File: src/rtl/audio_port_pkg.sv
// Constants, register map and carrier types for the audio port slot and clock block.
// Assumes a single 200 MHz system clock and an 8-bit register port.
package audio_port_pkg;

  // Register addresses
  localparam logic [7:0] ADDR_SECOND_SLOT = 8'h0C;
  localparam logic [7:0] ADDR_THIRD_SLOT  = 8'h0D;
  localparam logic [7:0] ADDR_FOURTH_SLOT = 8'h0E;
  localparam logic [7:0] ADDR_MASTER_CFG = 8'h13;
  localparam logic [7:0] ADDR_FORMAT_CFG = 8'h20;
  localparam logic [7:0] ADDR_STATUS     = 8'h21;

  // Values after reset
  localparam logic [5:0] RST_SECOND_SLOT = 6'h01;
  localparam logic [5:0] RST_THIRD_SLOT  = 6'h02;
  localparam logic [5:0] RST_FOURTH_SLOT = 6'h03;
  localparam logic [7:0] RST_MASTER_CFG = 8'h02;
  localparam logic [2:0] RST_FORMAT_CFG = 3'h0;

  // Master configuration field positions, plus the code mode bit of the format register
  localparam int POS_ROLE      = 7;
  localparam int POS_AUTO_OFF  = 6;
  localparam int POS_PLL_BYP   = 5;
  localparam int POS_GATE      = 4;
  localparam int POS_FAMILY    = 3;
  localparam int POS_FREQ_HI   = 2;
  localparam int POS_CODE_MODE = 2;

  // Frame format codes
  localparam logic [1:0] FMT_TDM = 2'h0;
  localparam logic [1:0] FMT_I2S = 2'h1;
  localparam logic [1:0] FMT_LEFT_JUSTIFIED = 2'h2;

  // Frame geometry: 64 slots of 16 bits
  localparam int                SLOT_BITS  = 16;
  localparam logic [9:0]        FRAME_LAST = 10'h3FF;
  localparam int                HALF_BIT   = 9;

  // Bit clock half period in system cycles for each rate family
  localparam logic [2:0] HALF_CYC_48 = 3'h4;
  localparam logic [2:0] HALF_CYC_44 = 3'h5;

  // Register port request
  typedef struct packed {
    logic       wr;
    logic       rd;
    logic [7:0] addr;
    logic [7:0] wdata;
  } reg_req_t;

  // One frame of channel samples
  typedef struct packed {
    logic [SLOT_BITS-1:0] ch2;
    logic [SLOT_BITS-1:0] ch3;
    logic [SLOT_BITS-1:0] ch4;
  } frame_t;

endpackage : audio_port_pkg

File: src/rtl/audio_port_slot_and_clock_cfg.sv
// Slot placement and clock role logic of the audio serial port, with its registers.
// Assumes a register master on clk_sys and bit clock / frame sync pins from the far end.
`timescale 1ns/1ps
module audio_port_slot_and_clock_cfg (
  // Clock and reset
  input  wire logic                     clk_sys,
  input  wire logic                     rst,
  // Register port
  input  wire audio_port_pkg::reg_req_t req,
  output logic [7:0]                    rdata,
  // Sample frames in
  input  wire logic                     frame_valid,
  output logic                          frame_ready,
  input  wire audio_port_pkg::frame_t   frame_data,
  // Bit clock pin
  input  wire logic                     bclk_in,
  output logic                          bclk_out,
  output logic                          bclk_oe,
  // Frame sync pin
  input  wire logic                     frame_sync_line_in,
  output logic                          frame_sync_line_out,
  output logic                          frame_sync_line_oe,
  // Serial data pin
  output logic                          sdout,
  output logic                          sdout_oe,
  // Clock tree controls
  output logic                          pll_enable,
  output logic                          auto_divider_en,
  output logic                          rate_family_select,
  output logic [2:0]                    master_clock_freq_code,
  output logic                          master_clock_code_valid
);
  import audio_port_pkg::*;

  // Configuration registers
  logic [5:0] second_channel_slot_r;
  logic [5:0] third_channel_slot_r;
  logic [5:0] fourth_channel_slot_r;
  logic [7:0] port_master_clock_cfg_r;
  logic [2:0] format_cfg_r;
  logic [7:0] rdata_r;

  // Decoded controls
  logic       port_role_select;
  logic       port_clock_gate;
  logic       auto_pll_bypass;
  logic       auto_off;
  logic       master_clock_code_mode;
  logic [1:0] frame_format;
  logic       is_i2s;

  // Pin synchronisers and line edges
  logic       bclk_s1_r;
  logic       bclk_s2_r;
  logic       fs_s1_r;
  logic       fs_s2_r;
  logic       line_bclk;
  logic       line_fs;
  logic       line_bclk_q_r;
  logic       fs_q_r;
  logic       rise;
  logic       fall;
  logic       start;

  // Clock generator
  logic [2:0] div_cnt_r;
  logic [2:0] half_cyc;
  logic       bclk_gen_r;
  logic       fs_gen_r;
  logic [9:0] gen_cnt_r;
  logic [9:0] gen_cnt_nxt;
  logic       bclk_pin_r;
  logic       fs_pin_r;

  // Frame position and output
  logic [9:0] pos_r;
  logic       pre_r;
  logic       active_r;
  frame_t     frame_r;
  frame_t     buf_data;
  logic       buf_valid;
  logic       hit;
  logic [SLOT_BITS-1:0] word;
  logic       sdout_r;
  logic       sdout_oe_r;

  assign port_role_select       = port_master_clock_cfg_r[POS_ROLE];
  assign auto_off               = port_master_clock_cfg_r[POS_AUTO_OFF];
  assign auto_pll_bypass        = port_master_clock_cfg_r[POS_PLL_BYP];
  assign port_clock_gate        = port_master_clock_cfg_r[POS_GATE];
  assign rate_family_select     = port_master_clock_cfg_r[POS_FAMILY];
  assign master_clock_freq_code = port_master_clock_cfg_r[POS_FREQ_HI:0];
  assign master_clock_code_mode = format_cfg_r[POS_CODE_MODE];
  assign frame_format           = format_cfg_r[1:0];
  assign is_i2s                 = (frame_format == FMT_I2S);

  assign auto_divider_en = !auto_off;
  assign pll_enable = !auto_off && !auto_pll_bypass;
  // frequency code valid in master mode while the format code mode bit is clear
  assign master_clock_code_valid = port_role_select && !master_clock_code_mode;

  // Register writes; reserved slot bits are never stored
  always_ff @(posedge clk_sys or posedge rst) begin
    if (rst) begin
      second_channel_slot_r   <= RST_SECOND_SLOT;
      third_channel_slot_r    <= RST_THIRD_SLOT;
      fourth_channel_slot_r   <= RST_FOURTH_SLOT;
      port_master_clock_cfg_r <= RST_MASTER_CFG;
      format_cfg_r            <= RST_FORMAT_CFG;
    end else if (req.wr) begin
      unique case (req.addr)
        ADDR_SECOND_SLOT: second_channel_slot_r  <= req.wdata[5:0];
        ADDR_THIRD_SLOT:  third_channel_slot_r   <= req.wdata[5:0];
        ADDR_FOURTH_SLOT: fourth_channel_slot_r  <= req.wdata[5:0];
        ADDR_MASTER_CFG: port_master_clock_cfg_r <= req.wdata;
        ADDR_FORMAT_CFG: format_cfg_r            <= req.wdata[2:0];
        default: ;
      endcase
    end
  end

  // Read data, valid only in the cycle after the strobe
  always_ff @(posedge clk_sys or posedge rst) begin
    if (rst) begin
      rdata_r <= 8'h00;
    end else if (req.rd) begin
      unique case (req.addr)
        ADDR_SECOND_SLOT: rdata_r <= {2'h0, second_channel_slot_r};
        ADDR_THIRD_SLOT:  rdata_r <= {2'h0, third_channel_slot_r};
        ADDR_FOURTH_SLOT: rdata_r <= {2'h0, fourth_channel_slot_r};
        ADDR_MASTER_CFG: rdata_r <= port_master_clock_cfg_r;
        ADDR_FORMAT_CFG: rdata_r <= {5'h00, format_cfg_r};
        ADDR_STATUS:     rdata_r <= {4'h0, buf_valid, active_r, auto_divider_en, pll_enable};
        default:         rdata_r <= 8'h00;
      endcase
    end else begin
      rdata_r <= 8'h00;
    end
  end
  assign rdata = rdata_r;

  // Two-stage synchronisers on the incoming clock pins
  always_ff @(posedge clk_sys or posedge rst) begin
    if (rst) begin
      bclk_s1_r <= 1'b0;
      bclk_s2_r <= 1'b0;
      fs_s1_r   <= 1'b0;
      fs_s2_r   <= 1'b0;
    end else begin
      bclk_s1_r <= bclk_in;
      bclk_s2_r <= bclk_s1_r;
      fs_s1_r   <= frame_sync_line_in;
      fs_s2_r   <= fs_s1_r;
    end
  end

  // bit clock rate follows the family
  assign half_cyc    = rate_family_select ? HALF_CYC_44 : HALF_CYC_48;
  assign gen_cnt_nxt = gen_cnt_r + 10'h001;

  // Bit clock and frame sync generator for master mode
  always_ff @(posedge clk_sys or posedge rst) begin
    if (rst) begin
      div_cnt_r  <= 3'h0;
      bclk_gen_r <= 1'b0;
      fs_gen_r   <= 1'b0;
      gen_cnt_r  <= 10'h000;
    end else if (!port_role_select) begin
      div_cnt_r  <= 3'h0;
      bclk_gen_r <= 1'b0;
      fs_gen_r   <= 1'b0;
      gen_cnt_r  <= 10'h000;
    end else if (div_cnt_r == half_cyc - 3'h1) begin
      div_cnt_r  <= 3'h0;
      bclk_gen_r <= ~bclk_gen_r;
      if (bclk_gen_r) begin
        // Falling edge: advance and shape the frame sync
        gen_cnt_r <= gen_cnt_nxt;
        unique case (frame_format)
          FMT_TDM: fs_gen_r <= (gen_cnt_nxt == FRAME_LAST);
          FMT_I2S: fs_gen_r <= gen_cnt_nxt[HALF_BIT];
          default: fs_gen_r <= !gen_cnt_nxt[HALF_BIT];
        endcase
      end
    end else begin
      div_cnt_r <= div_cnt_r + 3'h1;
    end
  end

  // pin drive: outputs only in master mode, gated on request
  always_ff @(posedge clk_sys or posedge rst) begin
    if (rst) begin
      bclk_pin_r <= 1'b0;
      fs_pin_r   <= 1'b0;
    end else begin
      bclk_pin_r <= bclk_gen_r && !port_clock_gate;
      fs_pin_r   <= fs_gen_r && !port_clock_gate;
    end
  end
  assign bclk_out            = bclk_pin_r;
  assign frame_sync_line_out = fs_pin_r;
  assign bclk_oe             = port_role_select;
  assign frame_sync_line_oe  = port_role_select;

  // line source: own generator or the far end's clocks
  assign line_bclk = port_role_select ? bclk_gen_r : bclk_s2_r;
  assign line_fs   = port_role_select ? fs_gen_r : fs_s2_r;
  assign rise      = line_bclk && !line_bclk_q_r;
  assign fall      = !line_bclk && line_bclk_q_r;
  assign start     = rise && (is_i2s ? (fs_q_r && !line_fs) : (!fs_q_r && line_fs));

  // Edge history
  always_ff @(posedge clk_sys or posedge rst) begin
    if (rst) begin
      line_bclk_q_r <= 1'b0;
      fs_q_r        <= 1'b0;
    end else begin
      line_bclk_q_r <= line_bclk;
      if (rise) fs_q_r <= line_fs;
    end
  end

  // Frame position; I2S adds one idle bit after the frame edge
  always_ff @(posedge clk_sys or posedge rst) begin
    if (rst) begin
      pos_r    <= 10'h000;
      pre_r    <= 1'b0;
      active_r <= 1'b0;
      frame_r  <= '0;
    end else if (start) begin
      pos_r    <= 10'h000;
      pre_r    <= is_i2s;
      active_r <= 1'b1;
      frame_r  <= buf_valid ? buf_data : '0;
    end else if (rise) begin
      if (pre_r) pre_r <= 1'b0;
      else pos_r <= pos_r + 10'h001;
    end
  end

  // One frame is taken from the buffer per frame edge
  frame_buffer u_frame_buffer (
    .clk_sys   (clk_sys),
    .rst       (rst),
    .in_valid  (frame_valid),
    .in_ready  (frame_ready),
    .in_data   (frame_data),
    .out_valid (buf_valid),
    .out_ready (start),
    .out_data  (buf_data)
  );

  always_comb begin
    hit   = 1'b1;
    word  = frame_r.ch2;
    if (second_channel_slot_r == pos_r[9:4]) begin
      word  = frame_r.ch2;
    end else if (third_channel_slot_r == pos_r[9:4]) begin
      word  = frame_r.ch3;
    end else if (fourth_channel_slot_r == pos_r[9:4]) begin
      word  = frame_r.ch4;
    end else begin
      hit = 1'b0;
    end
  end

  // Serial data changes on the falling bit clock edge, MSB first
  always_ff @(posedge clk_sys or posedge rst) begin
    if (rst) begin
      sdout_r    <= 1'b0;
      sdout_oe_r <= 1'b0;
    end else if (fall) begin
      sdout_oe_r <= active_r && !pre_r && hit;
      sdout_r    <= (active_r && !pre_r && hit) ? word[~pos_r[3:0]] : 1'b0;
    end
  end
  assign sdout    = sdout_r;
  assign sdout_oe = sdout_oe_r;
endmodule : audio_port_slot_and_clock_cfg

File: src/rtl/frame_buffer.sv
// Two-entry buffer of sample frames between the source and the serial port.
// Assumes push and pop happen on clk_sys; either side may stall.
`timescale 1ns/1ps
module frame_buffer (
  // Clock and reset
  input  wire logic                 clk_sys,
  input  wire logic                 rst,
  // Filling side
  input  wire logic                 in_valid,
  output logic                      in_ready,
  input  wire audio_port_pkg::frame_t in_data,
  // Draining side
  output logic                      out_valid,
  input  wire logic                 out_ready,
  output audio_port_pkg::frame_t    out_data
);
  import audio_port_pkg::*;

  frame_t     mem_r [2];
  logic       wr_ptr_r;
  logic       rd_ptr_r;
  logic [1:0] cnt_r;
  logic       push;
  logic       pop;

  // Handshakes
  assign in_ready  = (cnt_r != 2'h2);
  assign out_valid = (cnt_r != 2'h0);
  assign out_data  = mem_r[rd_ptr_r];
  assign push      = in_valid && in_ready;
  assign pop       = out_valid && out_ready;

  // Storage
  always_ff @(posedge clk_sys or posedge rst) begin
    if (rst) begin
      for (int i = 0; i < 2; i++) begin
        mem_r[i] <= '0;
      end
    end else if (push) begin
      mem_r[wr_ptr_r] <= in_data;
    end
  end

  // Pointers and fill count
  always_ff @(posedge clk_sys or posedge rst) begin
    if (rst) begin
      wr_ptr_r <= 1'b0;
      rd_ptr_r <= 1'b0;
      cnt_r    <= 2'h0;
    end else begin
      if (push) wr_ptr_r <= ~wr_ptr_r;
      if (pop) rd_ptr_r <= ~rd_ptr_r;
      if (push && !pop) cnt_r <= cnt_r + 2'h1;
      else if (pop && !push) cnt_r <= cnt_r - 2'h1;
    end
  end

endmodule : frame_buffer

File: config.mk
export PLATFORM = sky130hd
export DESIGN_NAME = audio_port_slot_and_clock_cfg
export DESIGN_NICKNAME = d
export VERILOG_FILES = /design/src/rtl/audio_port_pkg.sv /design/src/rtl/audio_port_slot_and_clock_cfg.sv /design/src/rtl/frame_buffer.sv
export SDC_FILE = /design/constraint.sdc
export NUM_CORES = 1
export LEC_CHECK = 0
export BUFFER_PORTS_ARGS = -buffer_cell sky130_fd_sc_hd__buf_2
export CORE_MARGIN = 1
export CORE_UTILIZATION = 55
export DETAILED_ROUTE_END_ITERATION = 7
export GPL_TIMING_DRIVEN = 0
export PLACE_DENSITY_LB_ADDON = 0.25
export SYNTH_ARGS = -nofsm -noshare
export SYNTH_HDL_FRONTEND = slang
export SYNTH_SLANG_ARGS = --single-unit
File: constraint.sdc
create_clock -name clk_sys -period 10.69 [get_ports clk_sys]
set_input_delay 0.5345 -clock clk_sys [delete_from_list [all_inputs] [get_ports clk_sys]]
set_output_delay 0.5345 -clock clk_sys [all_outputs]
set_load 0.005 [all_outputs]
Word-level counts from Yosys, hierarchy flattened. Index checks and enable logic that the tools add are counted.

Equal/unequal tests: 16. Reduce and logical (&&, ||, !) cells: 39. Mux-type cells: 40. Bitwise logic cells: 6. Add/subtract/negate cells: 6. Order comparisons: 4.

Operator list (count): 48-bit 2-to-1 mux (5); 96-bit bitwise mux (1); 10-bit 2-to-1 mux (6); 48-bit demux with 1-bit select (1); 16-bit 2-to-1 mux (3); 8-bit one-hot mux with 6 select lines (1); 8-bit by 4-bit == test with 1-bit output (second input constant) (3); 10-bit by 1-bit adder with 10-bit output (second input constant) (2); 6-bit == test (3); 8-bit by 6-bit == test with 1-bit output (second input constant) (2); 1-bit logical AND (16); 1-bit 2-to-1 mux (16); 2-bit AND reduction (7); 1-bit logical NOT (12); 10-bit == test (second input constant) (1); 8-bit by 5-bit == test with 1-bit output (second input constant) (1); 8-bit 2-to-1 mux (1); 3-bit 2-to-1 mux (2); 2-bit by 1-bit inequality test with 1-bit output (second input constant) (3); 2-bit nonzero test (3); 4-bit by 5-bit less-than comparator with 1-bit output (second input constant) (1); 1-bit binary-select mux with 4-bit select (1); 2-bit greater-or-equal comparator (second input constant) (2); 2-bit 2-to-1 mux (2); other kinds (13) (16).

Register bits after elaboration: 222.

Longest topological paths before layout. Gate-level depths: netlist (run 1).

Depth in word-level cells: 9. Gate-level depth with buffers: 10. Mapped depth without buffers: 9.

Cells and area by module. Synthesis (run 1) repeated with hierarchy kept, for this count alone.

Cell total of the unflattened synthesis: 871. Area total of the unflattened synthesis: 10536.4 µm².

By module, submodules not included: audio_port_slot_and_clock_cfg (area each 6014.5 µm², times used 1, cells an instance 598); frame_buffer (area each 4521.8 µm², times used 1, cells an instance 273).

Least setup slack after synthesis (run 1). Ideal clock, no wire load.

Path type: input to register. Start point: input req[10] in the netlist's numbering. End point: register format_cfg_r[0]. Data arrival time: 2.088 ns. Slack: 8.477 ns. Setup time: 0.125 ns. Cell stages on the path: 5. Required time: 10.565 ns. Cell sequence: or4_4 > or4b_4 > nor2_4 > nand2_2 > mux2_4.

Word-level cells in the longest chain between the ends: 2.

RTL lines: start: declaration (line audio_port_slot_and_clock_cfg.sv:9) `input wire audio_port_pkg::reg_req_t req,`; 8-bit by 6-bit == test with 1-bit output (line audio_port_slot_and_clock_cfg.sv:111) `unique case (req.addr)`; 2-bit AND reduction (no source line); end signal: assignment (line audio_port_slot_and_clock_cfg.sv:116) `ADDR_FORMAT_CFG: format_cfg_r <= req.wdata[2:0];`; end: declaration (line audio_port_slot_and_clock_cfg.sv:40) `logic [2:0] format_cfg_r;`.

Every way passes these cells. A chain may end at the register's enable or synchronous reset.

Worst setup path in the final report (run 1).
Start point: register port_master_clock_cfg_r[7]. End point: register u_frame_buffer.cnt_r[1].

Word-level cells in the longest chain between the ends: 9. Elaborated cells between the ends (all ways): 14. Classes of those cells: mux: 4; reduce/logical: 10.

RTL lines: start: declaration (line audio_port_slot_and_clock_cfg.sv:39) `logic [7:0] port_master_clock_cfg_r;`; start signal: assignment (line audio_port_slot_and_clock_cfg.sv:115) `ADDR_MASTER_CFG: port_master_clock_cfg_r <= req.wdata;`; 1-bit 2-to-1 mux (line audio_port_slot_and_clock_cfg.sv:207) `assign line_fs = port_role_select ? fs_gen_r : fs_s2_r;`; 1-bit logical NOT (line audio_port_slot_and_clock_cfg.sv:210) `assign start = rise && (is_i2s ? (fs_q_r && !line_fs) : (!fs_q_r && line_fs));`; 1-bit logical AND (line audio_port_slot_and_clock_cfg.sv:210); 1-bit 2-to-1 mux (line audio_port_slot_and_clock_cfg.sv:210); 1-bit logical AND (*) (line audio_port_slot_and_clock_cfg.sv:210); 1-bit logical AND (*) (line frame_buffer.sv:31) `assign pop = out_valid && out_ready;`; 1-bit logical NOT (line frame_buffer.sv:53) `if (push && !pop) cnt_r <= cnt_r + 2'h1;`; 1-bit logical AND (line frame_buffer.sv:53); 2-bit 2-to-1 mux or 2-bit nonzero test (tied branches); end signal: assignment (line frame_buffer.sv:53); end signal: assignment (line frame_buffer.sv:54) `else if (pop && !push) cnt_r <= cnt_r - 2'h1;`; end: declaration (line frame_buffer.sv:22) `logic [1:0] cnt_r;`.

Mark *: on every way between the ends. The rest lies on a longest branch, timed or not.

==> results of run 1 <==
-- flip-flops by register name, summed over array words and instances, names as in the netlist, 3 cells and up --
register and cells:
div_cnt_r 3, format_cfg_r 3, u_frame_buffer.mem_r 96, port_master_clock_cfg_r 8, gen_cnt_r 10, rdata 8, second_channel_slot_r 6, pos_r 10
third_channel_slot_r 6, frame_r 48, fourth_channel_slot_r 6
-- path summary, 6_finish.rpt --
check	startpoint	to	cells past startpoint
min reg2reg	bclk_s1_r$_DFF_PP0_	bclk_s2_r$_DFF_PP0_	0
min in group clk_sys	frame_sync_line_in	fs_s1_r$_DFF_PP0_	1
max in group asynchronous	rst	second_channel_slot_r[0]$_DFFE_PP1P_	4
min	rst	u_frame_buffer.mem_r[6]$_DFFE_PP0P_	2
max reg2reg	port_master_clock_cfg_r[7]$_DFFE_PP0P_	u_frame_buffer.cnt_r[1]$_DFFE_PP0P_	9
max	port_master_clock_cfg_r[7]$_DFFE_PP0P_	u_frame_buffer.cnt_r[1]$_DFFE_PP0P_	9
-- routing by layer --
metal  vias to the layer above  global-route usage  wire length (um)
li1                       3205                   -                 -
met1                      3352              0.3174              9786
met2                       140              0.3841             10090
met3                        24             0.03246               859
met4                         0             0.05439               413
met5                         -                   0                 0
-- cell type report --
cell class,instances,area (um^2)
buffer,51,257.7
clock buffer,35,710.7
sequential,222,5562
multi-input combinational,540,4428
fill,1382,6240
inverter,15,63.81
timing repair buffer,94,515.5
clock inverter,6,83.83
tap,229,286.5
-- report_power, final --
group          leakage [uW]  internal, uW  switching (uW)  total [uW]
Clock              0.000396           505             323         828
Combinational       0.00234           444             432         876
Sequential          0.00278          1140             159        1300
-- synthesized netlist by cell type (7+ instances only) --
cell type | instances | area, um^2
dfrtp_1 | 217 | 5430
mux2_2 | 118 | 1329
nand2_1 | 78 | 292.8
mux2i_1 | 61 | 610.6
o31ai_1 | 43 | 322.8
nor2_1 | 30 | 112.6
xor2_1 | 24 | 210.2
clkbuf_1 | 23 | 86.33
mux2_1 | 20 | 225.2
xnor2_1 | 18 | 157.7
inv_1 | 15 | 56.30
buf_2 | 14 | 70.07
nor2b_1 | 14 | 87.58
nand3_1 | 13 | 65.06
o21ai_0 | 12 | 60.06
and2_1 | 8 | 50.05
a21oi_1 | 7 | 35.03
and3_1 | 7 | 43.79
-- kinds of logic (layout without fill, tap and decap cells) --
kind of cell	Yosys count	count (layout)
flops	222	222
fa+ha+maj	5	5
xor+xnor	43	43
mux	204	204
compound gates	99	99
simple gates	189	189
buf+inv	66	201
-- stage by stage --
step | power (uW) | cells | hold WS, ps | cell area (um^2) | utilization
global route | 3170 | 1192 | 46.76 | 11910 | 0.6562
detailed placement | 2192 | 1151 | 336.4 | 11110 | 0.6124
floorplan | 1943 | 828 | 331.2 | 10300 | -
finish | 3005 | 1192 | 16.87 | 11910 | 0.6562
global placement | 2160 | 1149 | 333.7 | 11050 | 0.6089
CTS | 3027 | 1192 | 27.33 | 11910 | 0.6562
==> impl_metrics.py, run 1 <==
metrics = {
    "logic_synthesis": {
        "synth_edf_count": 0,
        "synthXorXnorAreaFrac": 0.03728,
        "synth-seq-cells": 222,
        "synthArstFlopShare": 1.000,
        "synth_compound_area_frac": 0.07262,
        "ys.flop_type": "dfrtp_1",
        "syn_area_mm2": 0.01030,
        "ys_types": 70,
        "synth_top_family_by_area": "multiplexers",
        "avgSynthCellArea_um2": 12.44,
        "synth_fp_nets": 904,
        "synthAdderAreaFrac": 0.006072,
        "ys_seq_area_frac": 0.5398,
        "syn_inst": 828,
        "yosys.area_share.simple": 0.09496,
        "synth_warnings": 0,
        "muxShareOfSynthArea": 0.2188,
    },
    "cts": {
        "root_buffer": "clkbuf_16",
        "cts_tree": "yes",
        "clock_sinks": 222,
        "clk_latency_ps": 510,
        "cts_resized": 0,
        "post_cts_buffers": 0,
        "cts_max_level": 1,
        "cts_hold_buf": 0,
        "path_clk_slew_ps": 60,
        "clk_path_buf_depth": 3,
        "cts_buffers": 23,
    },
    "cells_and_area": {
        "antenna_cells": 0,
        "syn2layout_area_growth_pct": 15.57,
        "fin_nets": 1023,
        "layout_common_cells": "dfrtp_1 (217), mux2_2 (118), buf_2 (106)",
        "final_common_cell": "dfrtp_1",
        "drive_gt1_frac": 0.3157,
    },
    "setup_path": {
        "slowest_stage": "nor3_2",
        "crit_family": "simple AND/OR/NAND/NOR gates",
        "crit_fanout": 10,
        "crit_buf_inv": 0,
        "path_cells": "mux2i_1 > and3_1 > nor2_1 > nor3_2 > nand2_1 > ha_1 > xor2_1 > nor2_1 > xor2_1",
        "crit_path_max_incr_delay_ps": 530,
        "required_ps": 11120,
        "endpoint_kind": "flop",
        "critPathLaunchType": "flop",
        "r2r_setup_slack_ps": 8100,
        "setup.worst_path.class": "flop to flop",
        "arrival_ps": 3020,
    },
    "power_and_ir_drop": {
        "ir_drop_v": 0.0001762,
        "p_leak_uw": 0.005519,
        "p_per_area_mw_per_mm2": 252.3,
    },
    "placement": {
        "pre_cts_ws_ps": 8128,
        "place_hpwl_um": 14870,
        "io_buffer_count": 92,
        "gp_congestion": 0.8506,
    },
    "detailed_routing": {
        "finalWirelength_um": 21150,
        "viasPerCell": 5.638,
        "wl_per_cell_um": 17.74,
        "dr.first_iter.drc_count": 385,
        "antenna_left": 0,
        "firstDrtPassIters": 7,
        "num_vias": 6721,
        "drc": 10,
    },
    "sta": {
        "period_minus_slack_ps": 2586,
        "fin_setup_tns_ps": 0,
        "rsz0062_at_grt": "no",
        "worst_pin_slew_ps": 886.5,
        "finalMaxSlewViolations": 0,
        "skew_ps": 9.786,
        "hold_viol_final": 0,
        "slew_headroom": 0.4090,
        "fin_ws_ps": 8104,
        "final-setup-viol-count": 0,
        "max_freq_mhz": 386.7,
        "fin_crit_sh": 0.2419,
    },
    "grt": {
        "overflow": 0,
        "grt_antenna_before_repair": 0,
        "grt_pass1_wl_um": 35540,
        "track_usage": 0.2293,
        "grt_max_degree": 91,
        "grt_pass1_vias": 6909,
    },
    "die": {
        "die_area_mm2": 0.01928,
        "core_mm2": 0.01815,
        "start_util": 0.5678,
        "num_io_pins": 93,
        "dieWidth_um": 138.9,
        "rows": 49,
        "die_h_um": 138.9,
    },
    "outcome": {
        "violations": "design-rule violations",
        "status": "finished with violations",
    },
    "min_path": {
        "min_path_type": "input port to async pin",
    },
    "run": {
        "cap_violations": 0,
    },
}
Power figures use the tool's default switching activity.
==> run 2, diff against run 1 <==
clock period = 2.4 ns   (was 10.69 ns; I/O delays follow)
==> run 2 against run 1 <==
  * The flow still finishes with violations (design-rule violations)
  * Critical path type unchanged
  * Combinational power grew to 4.6 times the previous value
  * Largest power group unchanged
  * Cell count grew 6.1%
  * Total power grew to 4.4 times the previous value
  * Critical path depth shrank 1
  * Die area is the same
  * Design area grew 5.9%
==> impl_metrics.py, run 2 (synthesis gave the netlist of run 1 again) <==
metrics = {
    "outcome": {
        "status": "finished with violations",
        "violations": "design-rule violations",
    },
    "grt": {
        "grt_max_degree": 44,
        "grt.met1_usage": 0.3269,
        "grt_antenna_before_repair": 0,
        "grtUsageMet3": 0.03073,
        "grt_pass1_vias": 7292,
        "met2_usage": 0.4102,
        "track_usage": 0.2420,
        "busiest_layer": "met2",
        "grt_pass1_wl_um": 37490,
        "overflow": 0,
    },
    "cells_and_area": {
        "antenna_cells": 0,
        "largest_reg_flops": 96,
        "drive_gt1_frac": 0.3031,
        "final_common_cell": "dfrtp_1",
        "final_util": 0.6951,
        "layout_common_cells": "dfrtp_1 (216), mux2_2 (118), buf_2 (105)",
        "fin_nets": 1096,
        "syn2layout_area_growth_pct": 22.43,
        "largest-register": "u_frame_buffer.mem_r",
        "largestRegisters": "u_frame_buffer.mem_r: 96 flops, frame_r: 48 flops",
        "multi_input_area_mm2": 0.004472,
        "regArea_mm2": 0.005563,
        "fillers": 1336,
        "final_cells": 1265,
    },
    "die": {
        "core_mm2": 0.01815,
        "start_util": 0.5678,
        "dieWidth_um": 138.9,
        "die_h_um": 138.9,
        "die_area_mm2": 0.01928,
        "num_io_pins": 93,
        "rows": 49,
    },
    "sta": {
        "fin_crit_sh": 0.9761,
        "final-setup-viol-count": 0,
        "hold_viol_final": 0,
        "fin_ws_ps": 57.32,
        "rsz0062_at_grt": "yes",
        "finalMaxSlewViolations": 0,
        "period_minus_slack_ps": 2343,
        "max_freq_mhz": 426.9,
        "worst_pin_slew_ps": 849.1,
        "skew_ps": 20.44,
        "whs_ps": 35.50,
        "slew_headroom": 0.4339,
    },
    "setup_path": {
        "timing.rr.start": "pos_r[8]$_DFFE_PP0P_",
        "crit_path_max_incr_delay_ps": 400,
        "arrival_ps": 2790,
        "worstReg2RegEnd": "sdout$_DFFE_PP0P_",
        "required_ps": 2850,
        "setup.worst_path.class": "flop to flop",
        "r2r_setup_slack_ps": 60,
        "slowest_stage": "mux2_2",
        "rr_worst_depth": 8,
        "crit_fanout": 7,
        "path_cells": "buf_6 > xnor2_1 > nand4_2 > nor2_4 > mux2_2 > a2111oi_2 > o311ai_2 > nand3_1",
        "endpoint_kind": "flop",
        "critPathLaunchType": "flop",
    },
    "run": {
        "cap_violations": 0,
    },
    "detailed_routing": {
        "firstDrtPassIters": 8,
        "drc": 8,
        "viasPerCell": 5.555,
        "antenna_left": 0,
        "num_vias": 7027,
        "wl_per_cell_um": 17.60,
        "finalWirelength_um": 22270,
        "dr.first_iter.drc_count": 351,
    },
    "power_and_ir_drop": {
        "p_leak_uw": 0.005801,
        "p_per_area_mw_per_mm2": 1052,
        "power_uw": 13270,
        "ir_drop_v": 0.0009079,
    },
    "cts": {
        "cts_buffers": 23,
        "path_clk_slew_ps": 60,
        "cts_max_level": 1,
        "clock_sinks": 222,
        "cts_tree": "yes",
        "root_buffer": "clkbuf_16",
        "clk_latency_ps": 510,
        "clk_path_buf_depth": 3,
    },
    "min_path": {
        "min_path_type": "input port to flop",
        "min_to": "rdata[2]$_DFF_PP0_",
        "hp-start": "req[9]",
        "min_path_cells": 4,
    },
    "placement": {
        "io_buffer_count": 92,
        "gp_congestion": 0.8321,
        "dp.cells": 1154,
        "place_hpwl_um": 15310,
        "pre_cts_ws_ps": -198.8,
    },
}
==> run 2: cell types whose count changed in the layout (fill, tap and decap cells not counted), sizes merged <==
cell         delta
dlygate4sd3    +65
inv             -1
clkinvlp        +2
clkbuf          +2
clkinv          -1
buf             +7
bufinv          -1
==> run 2: critical path, delay by kind of cell (launching register included) <==
family	cells	cell delay [ps]
buffers and inverters	1	140
and+or+nand+nor	3	650
AOI/OAI and AO/OA	2	560
muxes	1	400
DFF	1	370
xor gates and xnor gates	1	180
==> run 2: through the flow <==
step	setup TNS (ps)	instance area, um^2
2_1_floorplan	-132800	10310
3_3_place_gp	-418170	11050
5_1_grt	-96.17	12610
6_report	0	12610
4_1_cts	0	12550
3_5_place_dp	-314.6	11150
==> run 2: layout make-up <==
type / instances / share of cell area
tap: 229 / 0.02271
inverter: 15 / 0.004761
timing repair buffer: 167 / 0.09899
clock buffer: 36 / 0.05267
sequential: 222 / 0.4410
multi-input combinational: 540 / 0.3545
buffer: 51 / 0.02093
clock inverter: 5 / 0.004463
==> run 2: worst max path at each step <==
stage / startpoint / end / slack, ps / cells after the start
global route: pos_r[8]$_DFFE_PP0P_ / sdout$_DFFE_PP0P_ / -100 / 8
detailed placement: port_master_clock_cfg_r[7]$_DFFE_PP0P_ / u_frame_buffer.cnt_r[1]$_DFFE_PP0P_ / -200 / 9
global placement: rst / u_frame_buffer.mem_r[35]$_DFFE_PP0P_ / -1930 / 2
finish: pos_r[8]$_DFFE_PP0P_ / sdout$_DFFE_PP0P_ / 60 / 8
floorplan: rst / active_r$_DFFE_PP0N_ / -610 / 1
CTS: port_master_clock_cfg_r[7]$_DFFE_PP0P_ / u_frame_buffer.cnt_r[1]$_DFFE_PP0P_ / 30 / 9
==> run 2: what timing repair did <==
action                                 CTS  global route
pin swaps                                1             2
hold buffers                            65             0
endpoints found under the hold margin  166             0
resized for setup                        4            11
setup endpoints to repair                7            80
buffers inserted                         1             4
==> run 2: per-layer routing <==
layer  wire length, um  part of all wire
met1              9814              0.44
met2             11070              0.50
met3               849             0.038
met4               531             0.024
met5                 0                 0
==> run 2: power by group <==
part | internal, uW | switching [uW]
logic | 2090 | 1950
clock network | 2010 | 1400
registers | 5090 | 730
total | 9180 | 4090
